**src/logic/wdt_pkg.sv**
```systemverilog
`default_nettype none
package wdt_pkg;
	// ==========================================================
	// register offsets (byte addresses, one word each)
	localparam logic [7:0] OFS_CTRL = 8'h00;
	localparam logic [7:0] OFS_RLD_U = 8'h04;
	localparam logic [7:0] OFS_RLD_H = 8'h08;
	localparam logic [7:0] OFS_RLD_L = 8'h0c;
	localparam logic [7:0] OFS_REFRESH = 8'h10;
	localparam logic [7:0] OFS_COUNT = 8'h14;
	localparam logic [7:0] OFS_IST = 8'h18;
	localparam logic [7:0] OFS_IMASK = 8'h1c;
	// ==========================================================
	// field positions
	localparam int CTRL_RUN_BIT = 0;
	localparam int CTRL_IRQ_SEL_BIT = 1;
	localparam int CTRL_STOP_BIT = 6;
	localparam int CTRL_TMO_BIT = 7;
	localparam int IST_TMO_IRQ_BIT = 0;
	localparam int IST_TMO_RST_BIT = 1;
	// ==========================================================
	// values
	localparam logic [23:0] RELOAD_RST = 24'h000400;
	localparam logic [23:0] NO_REFRESH_LVL = 24'h000002;
	localparam logic [23:0] MIN_RELOAD = 24'h000004;
	localparam logic [7:0] UNLOCK_1 = 8'h55;
	localparam logic [7:0] UNLOCK_2 = 8'haa;
	localparam logic [1:0] RESP_OKAY = 2'h0;
	localparam logic [1:0] RESP_SLVERR = 2'h2;
	// ==========================================================
	// types
	typedef enum logic [2:0] {
		LK_LOCKED = 3'b000,
		LK_FIRST = 3'b001,
		LK_UPPER = 3'b010,
		LK_HIGH = 3'b011,
		LK_LOW = 3'b100
	} lock_t;
	typedef struct packed {
		logic aw_have;
		logic [7:0] awaddr;
		logic w_have;
		logic [7:0] wbyte;
		logic wlane;
		logic bvalid;
		logic [1:0] bresp;
		logic rvalid;
		logic [31:0] rdata;
		logic [1:0] rresp;
		lock_t lock;
		logic [23:0] reload;
		logic running;
		logic irq_sel;
		logic ao;
		logic tmo_flag;
		logic stop_flag;
		logic [1:0] ist;
		logic [1:0] imask;
		logic rst_pulse;
		logic stop_pulse;
	} wdt_state_t;
	localparam wdt_state_t WDT_STATE_RST = '{
		lock: LK_LOCKED, reload: RELOAD_RST, default: '0};
	typedef struct packed {
		logic s1;
		logic s2;
		logic s3;
	} sync_state_t;
	typedef struct packed {
		logic [23:0] count;
		logic expire;
	} cnt_state_t;
	localparam cnt_state_t CNT_STATE_RST = '{count: RELOAD_RST, expire: 1'b0};
endpackage : wdt_pkg
`default_nettype wire

```
**src/logic/wdt_top.sv**
```systemverilog
// Local design decisions: the AXI4-Lite slave port and the address map.
`timescale 1ns/10ps
`default_nettype none
module wdt_top (
	input wire logic MCLK_I,
	input wire logic SRST_I,
	input wire logic WDT_OSC_I,
	input wire logic ALWAYS_ON_I,
	input wire logic STOP_MODE_I,
	input wire logic AXI_AWVALID_I,
	output logic AXI_AWREADY_O,
	input wire logic [7:0] AXI_AWADDR_I,
	input wire logic AXI_WVALID_I,
	output logic AXI_WREADY_O,
	input wire logic [31:0] AXI_WDATA_I,
	input wire logic [3:0] AXI_WSTRB_I,
	output logic AXI_BVALID_O,
	input wire logic AXI_BREADY_I,
	output logic [1:0] AXI_BRESP_O,
	input wire logic AXI_ARVALID_I,
	output logic AXI_ARREADY_O,
	input wire logic [7:0] AXI_ARADDR_I,
	output logic AXI_RVALID_O,
	input wire logic AXI_RREADY_I,
	output logic [31:0] AXI_RDATA_O,
	output logic [1:0] AXI_RRESP_O,
	output logic SYS_RESET_O,
	output logic STOP_RECOVERY_O,
	output logic WDT_IRQ_O
);
	wdt_pkg::wdt_state_t st_ff;
	wdt_pkg::wdt_state_t nxt_st;
	logic osc_tick;
	logic [23:0] cnt;
	logic expire;
	logic wr_go;
	logic wr_map;
	logic wr_eff;
	logic wr_ctrl;
	logic unl_val;
	logic refresh_wr;
	logic start;
	logic ld;
	logic ar_take;
	logic rd_map;
	logic [31:0] rd_val;

	function automatic logic addr_ok(input logic [7:0] a);
		addr_ok = (a == wdt_pkg::OFS_CTRL) || (a == wdt_pkg::OFS_RLD_U) ||
			(a == wdt_pkg::OFS_RLD_H) || (a == wdt_pkg::OFS_RLD_L) ||
			(a == wdt_pkg::OFS_REFRESH) || (a == wdt_pkg::OFS_COUNT) ||
			(a == wdt_pkg::OFS_IST) || (a == wdt_pkg::OFS_IMASK);
	endfunction : addr_ok

	// ==========================================================
	// watchdog oscillator and counter
	wdt_osc_sync u_sync (
		.clk_i(MCLK_I),
		.rst_i(SRST_I),
		.osc_i(WDT_OSC_I),
		.rise_o(osc_tick)
	);

	wdt_down_counter u_cnt (
		.clk_i(MCLK_I),
		.rst_i(SRST_I),
		.tick_i(osc_tick),
		.run_i(st_ff.running),
		.load_i(ld),
		.value_i(st_ff.reload),
		.count_o(cnt),
		.expire_o(expire)
	);

	// ==========================================================
	// write decode
	assign wr_go = st_ff.aw_have & st_ff.w_have & ~st_ff.bvalid;
	assign wr_map = addr_ok(st_ff.awaddr);
	assign wr_eff = wr_go & wr_map & st_ff.wlane;
	assign wr_ctrl = wr_eff & (st_ff.awaddr == wdt_pkg::OFS_CTRL);
	assign unl_val = (st_ff.wbyte == wdt_pkg::UNLOCK_1) ||
		(st_ff.wbyte == wdt_pkg::UNLOCK_2);
	assign refresh_wr = wr_eff & (st_ff.awaddr == wdt_pkg::OFS_REFRESH);
	assign start = ~st_ff.running & (st_ff.ao | refresh_wr);
	assign ld = start | (refresh_wr & st_ff.running &
		(cnt > wdt_pkg::NO_REFRESH_LVL));

	// ==========================================================
	// read decode
	assign ar_take = AXI_ARVALID_I & ~st_ff.rvalid;
	assign rd_map = addr_ok(AXI_ARADDR_I);

	always_comb begin
		rd_val = 32'h00000000;
		case (AXI_ARADDR_I)
			wdt_pkg::OFS_CTRL: begin
				rd_val[wdt_pkg::CTRL_RUN_BIT] = st_ff.running;
				rd_val[wdt_pkg::CTRL_IRQ_SEL_BIT] = st_ff.irq_sel;
				rd_val[wdt_pkg::CTRL_STOP_BIT] = st_ff.stop_flag;
				rd_val[wdt_pkg::CTRL_TMO_BIT] = st_ff.tmo_flag;
			end
			wdt_pkg::OFS_RLD_U: rd_val[7:0] = st_ff.reload[23:16];
			wdt_pkg::OFS_RLD_H: rd_val[7:0] = st_ff.reload[15:8];
			wdt_pkg::OFS_RLD_L: rd_val[7:0] = st_ff.reload[7:0];
			wdt_pkg::OFS_COUNT: rd_val[23:0] = cnt;
			wdt_pkg::OFS_IST: rd_val[1:0] = st_ff.ist;
			wdt_pkg::OFS_IMASK: rd_val[1:0] = st_ff.imask;
			default: rd_val = 32'h00000000;
		endcase
	end

	// ==========================================================
	// next state
	always_comb begin
		nxt_st = st_ff;
		nxt_st.rst_pulse = 1'b0;
		nxt_st.stop_pulse = 1'b0;
		// bus channels
		if (AXI_AWVALID_I && !st_ff.aw_have) begin
			nxt_st.aw_have = 1'b1;
			nxt_st.awaddr = AXI_AWADDR_I;
		end
		if (AXI_WVALID_I && !st_ff.w_have) begin
			nxt_st.w_have = 1'b1;
			nxt_st.wbyte = AXI_WDATA_I[7:0];
			nxt_st.wlane = AXI_WSTRB_I[0];
		end
		if (st_ff.bvalid && AXI_BREADY_I) begin
			nxt_st.bvalid = 1'b0;
		end
		if (wr_go) begin
			nxt_st.aw_have = 1'b0;
			nxt_st.w_have = 1'b0;
			nxt_st.bvalid = 1'b1;
			nxt_st.bresp = wr_map ? wdt_pkg::RESP_OKAY : wdt_pkg::RESP_SLVERR;
		end
		// unlock sequence: every mapped write with byte lane 0 enabled steps or resets it
		if (wr_eff) begin
			nxt_st.lock = wdt_pkg::LK_LOCKED;
			case (st_ff.lock)
				wdt_pkg::LK_LOCKED: begin
					if (wr_ctrl && st_ff.wbyte == wdt_pkg::UNLOCK_1) begin
						nxt_st.lock = wdt_pkg::LK_FIRST;
					end
				end
				wdt_pkg::LK_FIRST: begin
					if (wr_ctrl && st_ff.wbyte == wdt_pkg::UNLOCK_2) begin
						nxt_st.lock = wdt_pkg::LK_UPPER;
					end
				end
				wdt_pkg::LK_UPPER: begin
					if (st_ff.awaddr == wdt_pkg::OFS_RLD_U) begin
						nxt_st.reload[23:16] = st_ff.wbyte;
						nxt_st.lock = wdt_pkg::LK_HIGH;
					end
				end
				wdt_pkg::LK_HIGH: begin
					if (st_ff.awaddr == wdt_pkg::OFS_RLD_H) begin
						nxt_st.reload[15:8] = st_ff.wbyte;
						nxt_st.lock = wdt_pkg::LK_LOW;
					end
				end
				wdt_pkg::LK_LOW: begin
					if (st_ff.awaddr == wdt_pkg::OFS_RLD_L) begin
						nxt_st.reload[7:0] = st_ff.wbyte;
					end
					nxt_st.lock = wdt_pkg::LK_LOCKED;
				end
				default: nxt_st.lock = wdt_pkg::LK_LOCKED;
			endcase
		end
		if (wr_ctrl && !unl_val) begin
			nxt_st.irq_sel = st_ff.wbyte[wdt_pkg::CTRL_IRQ_SEL_BIT];
		end
		if (wr_eff && st_ff.awaddr == wdt_pkg::OFS_IMASK) begin
			nxt_st.imask = st_ff.wbyte[1:0];
		end
		if (start) begin
			nxt_st.running = 1'b1;
		end
		// reads, with clear-on-read side effects
		if (st_ff.rvalid && AXI_RREADY_I) begin
			nxt_st.rvalid = 1'b0;
		end
		if (ar_take) begin
			nxt_st.rvalid = 1'b1;
			nxt_st.rdata = rd_val;
			nxt_st.rresp = rd_map ? wdt_pkg::RESP_OKAY : wdt_pkg::RESP_SLVERR;
			if (AXI_ARADDR_I == wdt_pkg::OFS_CTRL) begin
				nxt_st.tmo_flag = 1'b0;
				nxt_st.stop_flag = 1'b0;
			end
			if (AXI_ARADDR_I == wdt_pkg::OFS_IST) begin
				nxt_st.ist = 2'h0;
			end
		end
		// time-out response, placed after the read clears so a set beats a clear
		if (expire) begin
			if (st_ff.irq_sel) begin
				nxt_st.ist[wdt_pkg::IST_TMO_IRQ_BIT] = 1'b1;
			end else begin
				nxt_st.ist[wdt_pkg::IST_TMO_RST_BIT] = 1'b1;
				nxt_st.tmo_flag = 1'b1;
				if (STOP_MODE_I) begin
					nxt_st.stop_flag = 1'b1;
					nxt_st.stop_pulse = 1'b1;
				end else begin
					nxt_st.rst_pulse = 1'b1;
				end
			end
		end
		if (SRST_I) begin
			nxt_st = wdt_pkg::WDT_STATE_RST;
			nxt_st.ao = ALWAYS_ON_I;
		end
	end

	always_ff @(posedge MCLK_I) begin
		st_ff <= nxt_st;
	end

	// ==========================================================
	// outputs
	assign AXI_AWREADY_O = ~st_ff.aw_have;
	assign AXI_WREADY_O = ~st_ff.w_have;
	assign AXI_BVALID_O = st_ff.bvalid;
	assign AXI_BRESP_O = st_ff.bresp;
	assign AXI_ARREADY_O = ~st_ff.rvalid;
	assign AXI_RVALID_O = st_ff.rvalid;
	assign AXI_RDATA_O = st_ff.rdata;
	assign AXI_RRESP_O = st_ff.rresp;
	assign SYS_RESET_O = st_ff.rst_pulse;
	assign STOP_RECOVERY_O = st_ff.stop_pulse;
	assign WDT_IRQ_O = |(st_ff.ist & st_ff.imask);
endmodule : wdt_top
`default_nettype wire

```
**src/logic/wdt_osc_sync.sv**
```systemverilog
`timescale 1ns/10ps
`default_nettype none
module wdt_osc_sync (
	input wire logic clk_i,
	input wire logic rst_i,
	input wire logic osc_i,
	output logic rise_o
);
	wdt_pkg::sync_state_t st_ff;
	wdt_pkg::sync_state_t nxt_st;

	// ==========================================================
	// two-stage synchroniser, then rising-edge detect
	always_comb begin
		nxt_st = st_ff;
		nxt_st.s1 = osc_i;
		nxt_st.s2 = st_ff.s1;
		nxt_st.s3 = st_ff.s2;
		if (rst_i) begin
			nxt_st = '0;
		end
	end

	always_ff @(posedge clk_i) begin
		st_ff <= nxt_st;
	end

	assign rise_o = st_ff.s2 & ~st_ff.s3;
endmodule : wdt_osc_sync
`default_nettype wire

```
**src/logic/wdt_down_counter.sv**
```systemverilog
`timescale 1ns/10ps
`default_nettype none
module wdt_down_counter (
	input wire logic clk_i,
	input wire logic rst_i,
	input wire logic tick_i,
	input wire logic run_i,
	input wire logic load_i,
	input wire logic [23:0] value_i,
	output logic [23:0] count_o,
	output logic expire_o
);
	wdt_pkg::cnt_state_t st_ff;
	wdt_pkg::cnt_state_t nxt_st;

	// ==========================================================
	// count down on oscillator ticks, reload on terminal count
	always_comb begin
		nxt_st = st_ff;
		nxt_st.expire = 1'b0;
		if (load_i) begin
			nxt_st.count = value_i;
		end else if (run_i && tick_i) begin
			if (st_ff.count <= 24'h000001) begin
				nxt_st.count = value_i;
				nxt_st.expire = 1'b1;
			end else begin
				nxt_st.count = st_ff.count - 24'h000001;
			end
		end
		if (rst_i) begin
			nxt_st = wdt_pkg::CNT_STATE_RST;
		end
	end

	always_ff @(posedge clk_i) begin
		st_ff <= nxt_st;
	end

	assign count_o = st_ff.count;
	assign expire_o = st_ff.expire;
endmodule : wdt_down_counter
`default_nettype wire

```
**config.mk**
```make
export PLATFORM = sky130hd
export DESIGN_NAME = wdt_top
export DESIGN_NICKNAME = d
export VERILOG_FILES = /design/src/logic/wdt_pkg.sv /design/src/logic/wdt_top.sv /design/src/logic/wdt_osc_sync.sv /design/src/logic/wdt_down_counter.sv
export SDC_FILE = /design/constraint.sdc
export NUM_CORES = 1
export LEC_CHECK = 0
export ABC_CLOCK_PERIOD_IN_PS = 4600
export CAP_MARGIN = 20
export CORE_MARGIN = 2
export CORE_UTILIZATION = 45
export CTS_CLUSTER_SIZE = 8
export DETAILED_ROUTE_END_ITERATION = 7
export DONT_BUFFER_PORTS = 1
export HOLD_SLACK_MARGIN = 0.12
export PLACE_DENSITY = 0.69
export REMOVE_ABC_BUFFERS = 1
export SYNTH_ARGS = -nofsm -noshare
export SYNTH_HDL_FRONTEND = slang
export SYNTH_HIERARCHICAL = 1
export SYNTH_SLANG_ARGS = --single-unit
export TNS_END_PERCENT = 5
```
**constraint.sdc**
```tcl
create_clock -name MCLK_I -period 4.6 [get_ports MCLK_I]
set_clock_uncertainty 0.1 [all_clocks]
set_input_delay 0.46 -clock MCLK_I [delete_from_list [all_inputs] [get_ports MCLK_I]]
set_output_delay 0.46 -clock MCLK_I [all_outputs]
set_load 0.01 [all_outputs]
```
==> impl_metrics.py <==
metrics = {
    "run_status": {
        "run_status": "complete, no violations",
    },
    "power": {
        "p_leak_uw": 0.00236,
        "power_switching_share_pct": 23.8,
        "p_seq_share_pct": 39.2,
        "worst_ir_drop_vdd_mv": 0.242,
        "power_per_cell_area_mw_per_mm2": 411,
        "clockPowerShare_pct": 52.0,
        "cellInternalPower_uw": 2040,
        "combinationalPowerShare_pct": 8.8,
        "power.switching_uw": 637,
    },
    "routing": {
        "detail_route.iter0.violations": 309,
        "detail_routed_net_length_per_standard_cell_um": 17.7,
        "detailroute.via_count": 4794,
        "first_pass_iters": 5,
        "routed_wl_um": 14600,
        "final_antenna_net_count": 0,
        "vias_per_cell": 5.83,
        "drc": 0,
    },
    "placement": {
        "place.detailed.hpwl_um": 9720,
        "placement.io_buffers": 0,
        "gpl.final_weighted_congestion": 0.974,
        "place_ws_ns": 1.29,
    },
    "yosys": {
        "flip_flop_and_latch_count_after_synthesis": 113,
        "yosys.area.top_type": "sky130_fd_sc_hd__dfxtp_1",
        "synth.area.top_cells": "sky130_fd_sc_hd__dfxtp_1 39%, sky130_fd_sc_hd__mux2i_1 6.8%, sky130_fd_sc_hd__buf_4 4.7%",
        "yosysMostFrequentCell": "sky130_fd_sc_hd__dfxtp_1",
        "post_synth_instance_area_mm2": 0.00571,
        "seq_area_frac_synth_pct": 39.8,
        "synth_top_cells_by_count": "112 x sky130_fd_sc_hd__dfxtp_1, 70 x sky130_fd_sc_hd__nor2_1, 44 x sky130_fd_sc_hd__nand2_1",
        "synth_edf_count": 1,
        "postSynthCellCount": 646,
        "ys.warnings.count": 6,
        "postSynth.topFlopCell": "sky130_fd_sc_hd__dfxtp_1",
        "avgSynthCellArea_um2": 8.83,
        "asyncSetResetFlopFracSynth_pct": 0,
        "synth.top_cell.area_share_pct": 39.3,
        "synth_cell_types": 79,
    },
    "timing": {
        "fin_setup_tns_ns": 0,
        "clock.fmax_mhz": 296,
        "finalCriticalPeriod_ns": 3.38,
        "setup-violations-final": 0,
        "timing.final.ws_setup_ns": 1.22,
        "worst-slew-pin-transition_ns": 1.02,
        "final_max_slew_viols": 0,
        "unrepaired_setup_endpoints_after_global_routing": "no",
        "slew_headroom_pct": 31.3,
        "min_period_over_period_pct": 73.4,
        "final_hold_viol_count": 0,
    },
    "clock_tree": {
        "clkSlewWorstSetupHoldPaths_ns": 0.06,
        "clkLatencyLatePin_ns": 0.42,
        "cts-htree-levels": 4,
        "clock_buffers_created_by_tritoncts": 17,
        "clock_tree.root_cell": "sky130_fd_sc_hd__clkbuf_16",
        "tritoncts": "built",
        "ctsResizeCount": 0,
        "clock_tree_buffer_depth": 2,
        "cts_hold_buffers": 30,
        "post_cts.repair.setup_buffers": 0,
        "clock_sink_count": 113,
    },
    "critical_path": {
        "crit_path_start_kind": "flip-flop",
        "timing.reg2reg.worst_path_depth": 10,
        "critical_path.reg2reg.endpoint": "u_cnt/count_o[10]$_SDFFE_PP1P_",
        "worstSetupEndpointType": "flip-flop",
        "cp_data_arrival_time_ns": 3.58,
        "timing.setup.critical_path_class": "reg2reg",
        "capturing_instance_or_port_of_the_critical_path": "u_cnt/count_o[10]$_SDFFE_PP1P_",
        "crit_required_ns": 4.80,
        "critPathMaxFanout": 10,
        "timing_startpoint_of_the_critical_path": "st_ff[87]$_SDFFE_PP0P_",
        "regToRegStartpoint": "st_ff[87]$_SDFFE_PP0P_",
        "rrSetupSlack_ns": 1.22,
    },
    "job": {
        "cap_violations": 0,
    },
    "grt": {
        "grt_overflow": 0,
        "first_global_vias": 4588,
        "total_track_usage_pct": 22.1,
        "global_route_wire_length_before_repair_um": 23200,
        "grt_start_max_net_pins": 73,
        "grt_antenna_before_repair": 0,
    },
    "die": {
        "chipHeight_um": 117,
        "standard_cell_core_area_mm2": 0.0125,
        "die_area_mm2": 0.0136,
        "start_util_pct": 45.6,
        "ioPinCount": 106,
        "site_row_count": 41,
        "die_w_um": 117,
    },
    "finish": {
        "num-nets-final": 702,
        "antenna-diode-count": 0,
        "drive_gt1_share_pct": 9.69,
        "fillCellCount": 1161,
        "syn2layout_area_growth_pct": 14.2,
    },
    "hold_path": {
        "min-delay-path-class": "in2reg",
    },
}
==> logic make-up after synthesis <==
family                   after synthesis  share of synthesized area [%]
AND/OR/NAND/NOR                      271                           27.3
XOR/XNOR                               5                          0.768
multiplexers                          45                           8.42
AO/OA/AOI/OAI                        130                           15.2
adder cells (fa/ha/maj)                2                          0.439
other                                  1                         0.0657
flip-flops                           113                           39.8
buffers and inverters                 79                           7.96
==> layout by cell type (no fill, tap or decap), types with 4 or more instances in the layout <==
master                          instances
sky130_fd_sc_hd__a211oi_1               5
sky130_fd_sc_hd__a21oi_1               35
sky130_fd_sc_hd__a22oi_1               22
sky130_fd_sc_hd__a32oi_1                4
sky130_fd_sc_hd__buf_4                  4
sky130_fd_sc_hd__clkbuf_16             18
sky130_fd_sc_hd__clkbuf_8               4
sky130_fd_sc_hd__clkinv_2               4
sky130_fd_sc_hd__conb_1                10
sky130_fd_sc_hd__dfxtp_1              112
sky130_fd_sc_hd__dlygate4sd3_1         29
sky130_fd_sc_hd__inv_1                  8
sky130_fd_sc_hd__mux2_2                 4
sky130_fd_sc_hd__mux2i_1               39
sky130_fd_sc_hd__nand2_1               44
sky130_fd_sc_hd__nand2b_1              36
sky130_fd_sc_hd__nand3_1               15
sky130_fd_sc_hd__nand4_1                7
sky130_fd_sc_hd__nor2_1                70
sky130_fd_sc_hd__nor2b_1               12
sky130_fd_sc_hd__nor3_1                20
sky130_fd_sc_hd__nor4_1                16
sky130_fd_sc_hd__nor4_4                 4
sky130_fd_sc_hd__nor4bb_1               7
sky130_fd_sc_hd__o21ai_0               21
sky130_fd_sc_hd__o22ai_1                5
sky130_fd_sc_hd__o311ai_0               5
sky130_fd_sc_hd__o31ai_1                4
sky130_fd_sc_hd__or3_1                  4
sky130_fd_sc_hd__or4_1                  4
sky130_fd_sc_hd__xor2_1                 4
==> worst min path at each step <==
stage	start	endpoint	cells after the start
global placement	u_sync/st_ff[2]$_SDFF_PP0_	u_sync/st_ff[1]$_SDFF_PP0_	1
finish	SRST_I	u_cnt/count_o[8]$_SDFFE_PP0P_	2
floorplan	u_sync/st_ff[2]$_SDFF_PP0_	u_sync/st_ff[1]$_SDFF_PP0_	1
CTS	SRST_I	u_cnt/count_o[8]$_SDFFE_PP0P_	2
global route	SRST_I	u_cnt/count_o[8]$_SDFFE_PP0P_	2
detailed placement	u_sync/st_ff[2]$_SDFF_PP0_	u_sync/st_ff[1]$_SDFF_PP0_	1
==> critical path, stage by stage, from the launching register on <==
cell                       delay [ns]
sky130_fd_sc_hd__dfxtp_1         0.32
sky130_fd_sc_hd__or4_4           0.57
sky130_fd_sc_hd__nor4_1          0.57
sky130_fd_sc_hd__nand3_1         0.30
sky130_fd_sc_hd__a21oi_1         0.21
sky130_fd_sc_hd__buf_4           0.21
sky130_fd_sc_hd__clkinv_1        0.17
sky130_fd_sc_hd__buf_4           0.21
sky130_fd_sc_hd__nand2_2         0.14
sky130_fd_sc_hd__nor4_1          0.07
sky130_fd_sc_hd__a2111o_1        0.37
==> state kept, by name, indices dropped and copies added, names as in the netlist <==
signal	cells
AXI_RDATA_O	24
st_ff	55
AXI_RVALID_O	1
STOP_RECOVERY_O	1
AXI_RRESP_O	1
AXI_BRESP_O	1
AXI_BVALID_O	1
u_cnt/expire_o	1
SYS_RESET_O	1
u_sync/st_ff	3
u_cnt/count_o	24
==> layer usage <==
| layer | up-vias | wire length (µm) | track usage [%] |
|---|---|---|---|
| li1 | 2312 | - | - |
| met1 | 2282 | 6280 | 26.6 |
| met2 | 169 | 7100 | 37.4 |
| met3 | 31 | 779 | 5.50 |
| met4 | 0 | 395 | 10.0 |
| met5 | - | 0 | 0 |
==> through the flow <==
step / cells / instance area, µm² / total power (µW) / hold WS, ns / utilization (%)
global route: 822 / 6510 / 2770 / 0.142 / 52.0
floorplan: 585 / 5320 / 1210 / 0.314 / -
global placement: 761 / 5560 / 1260 / 0.335 / 44.5
detailed placement: 761 / 5560 / 1270 / 0.331 / 44.5
CTS: 822 / 6510 / 2690 / 0.123 / 52.0
finish: 822 / 6510 / 2670 / 0.143 / 52.0
==> final cells by class <==
cell class                      instances  area [µm²]  area share, %
Multi-Input combinational cell        463        3010           46.3
Sequential cell                       113        2270           34.9
Clock buffer                           22         505           7.76
Timing Repair Buffer                   34         348           5.34
Tap cell                              172         215           3.30
Clock inverter                          9         126           1.94
Inverter                                9        33.8          0.519
==> power by group through the flow <==
stage                     clock (µW)  sequential (µW)  combinational, µW
after floorplan                    0             1060                158
after global placement             0             1070                195
after detailed placement           0             1070                199
after CTS                       1410             1050                231
after global routing            1450             1050                260
final                           1390             1050                236
Note: power is estimated with default switching activity, not from simulation.
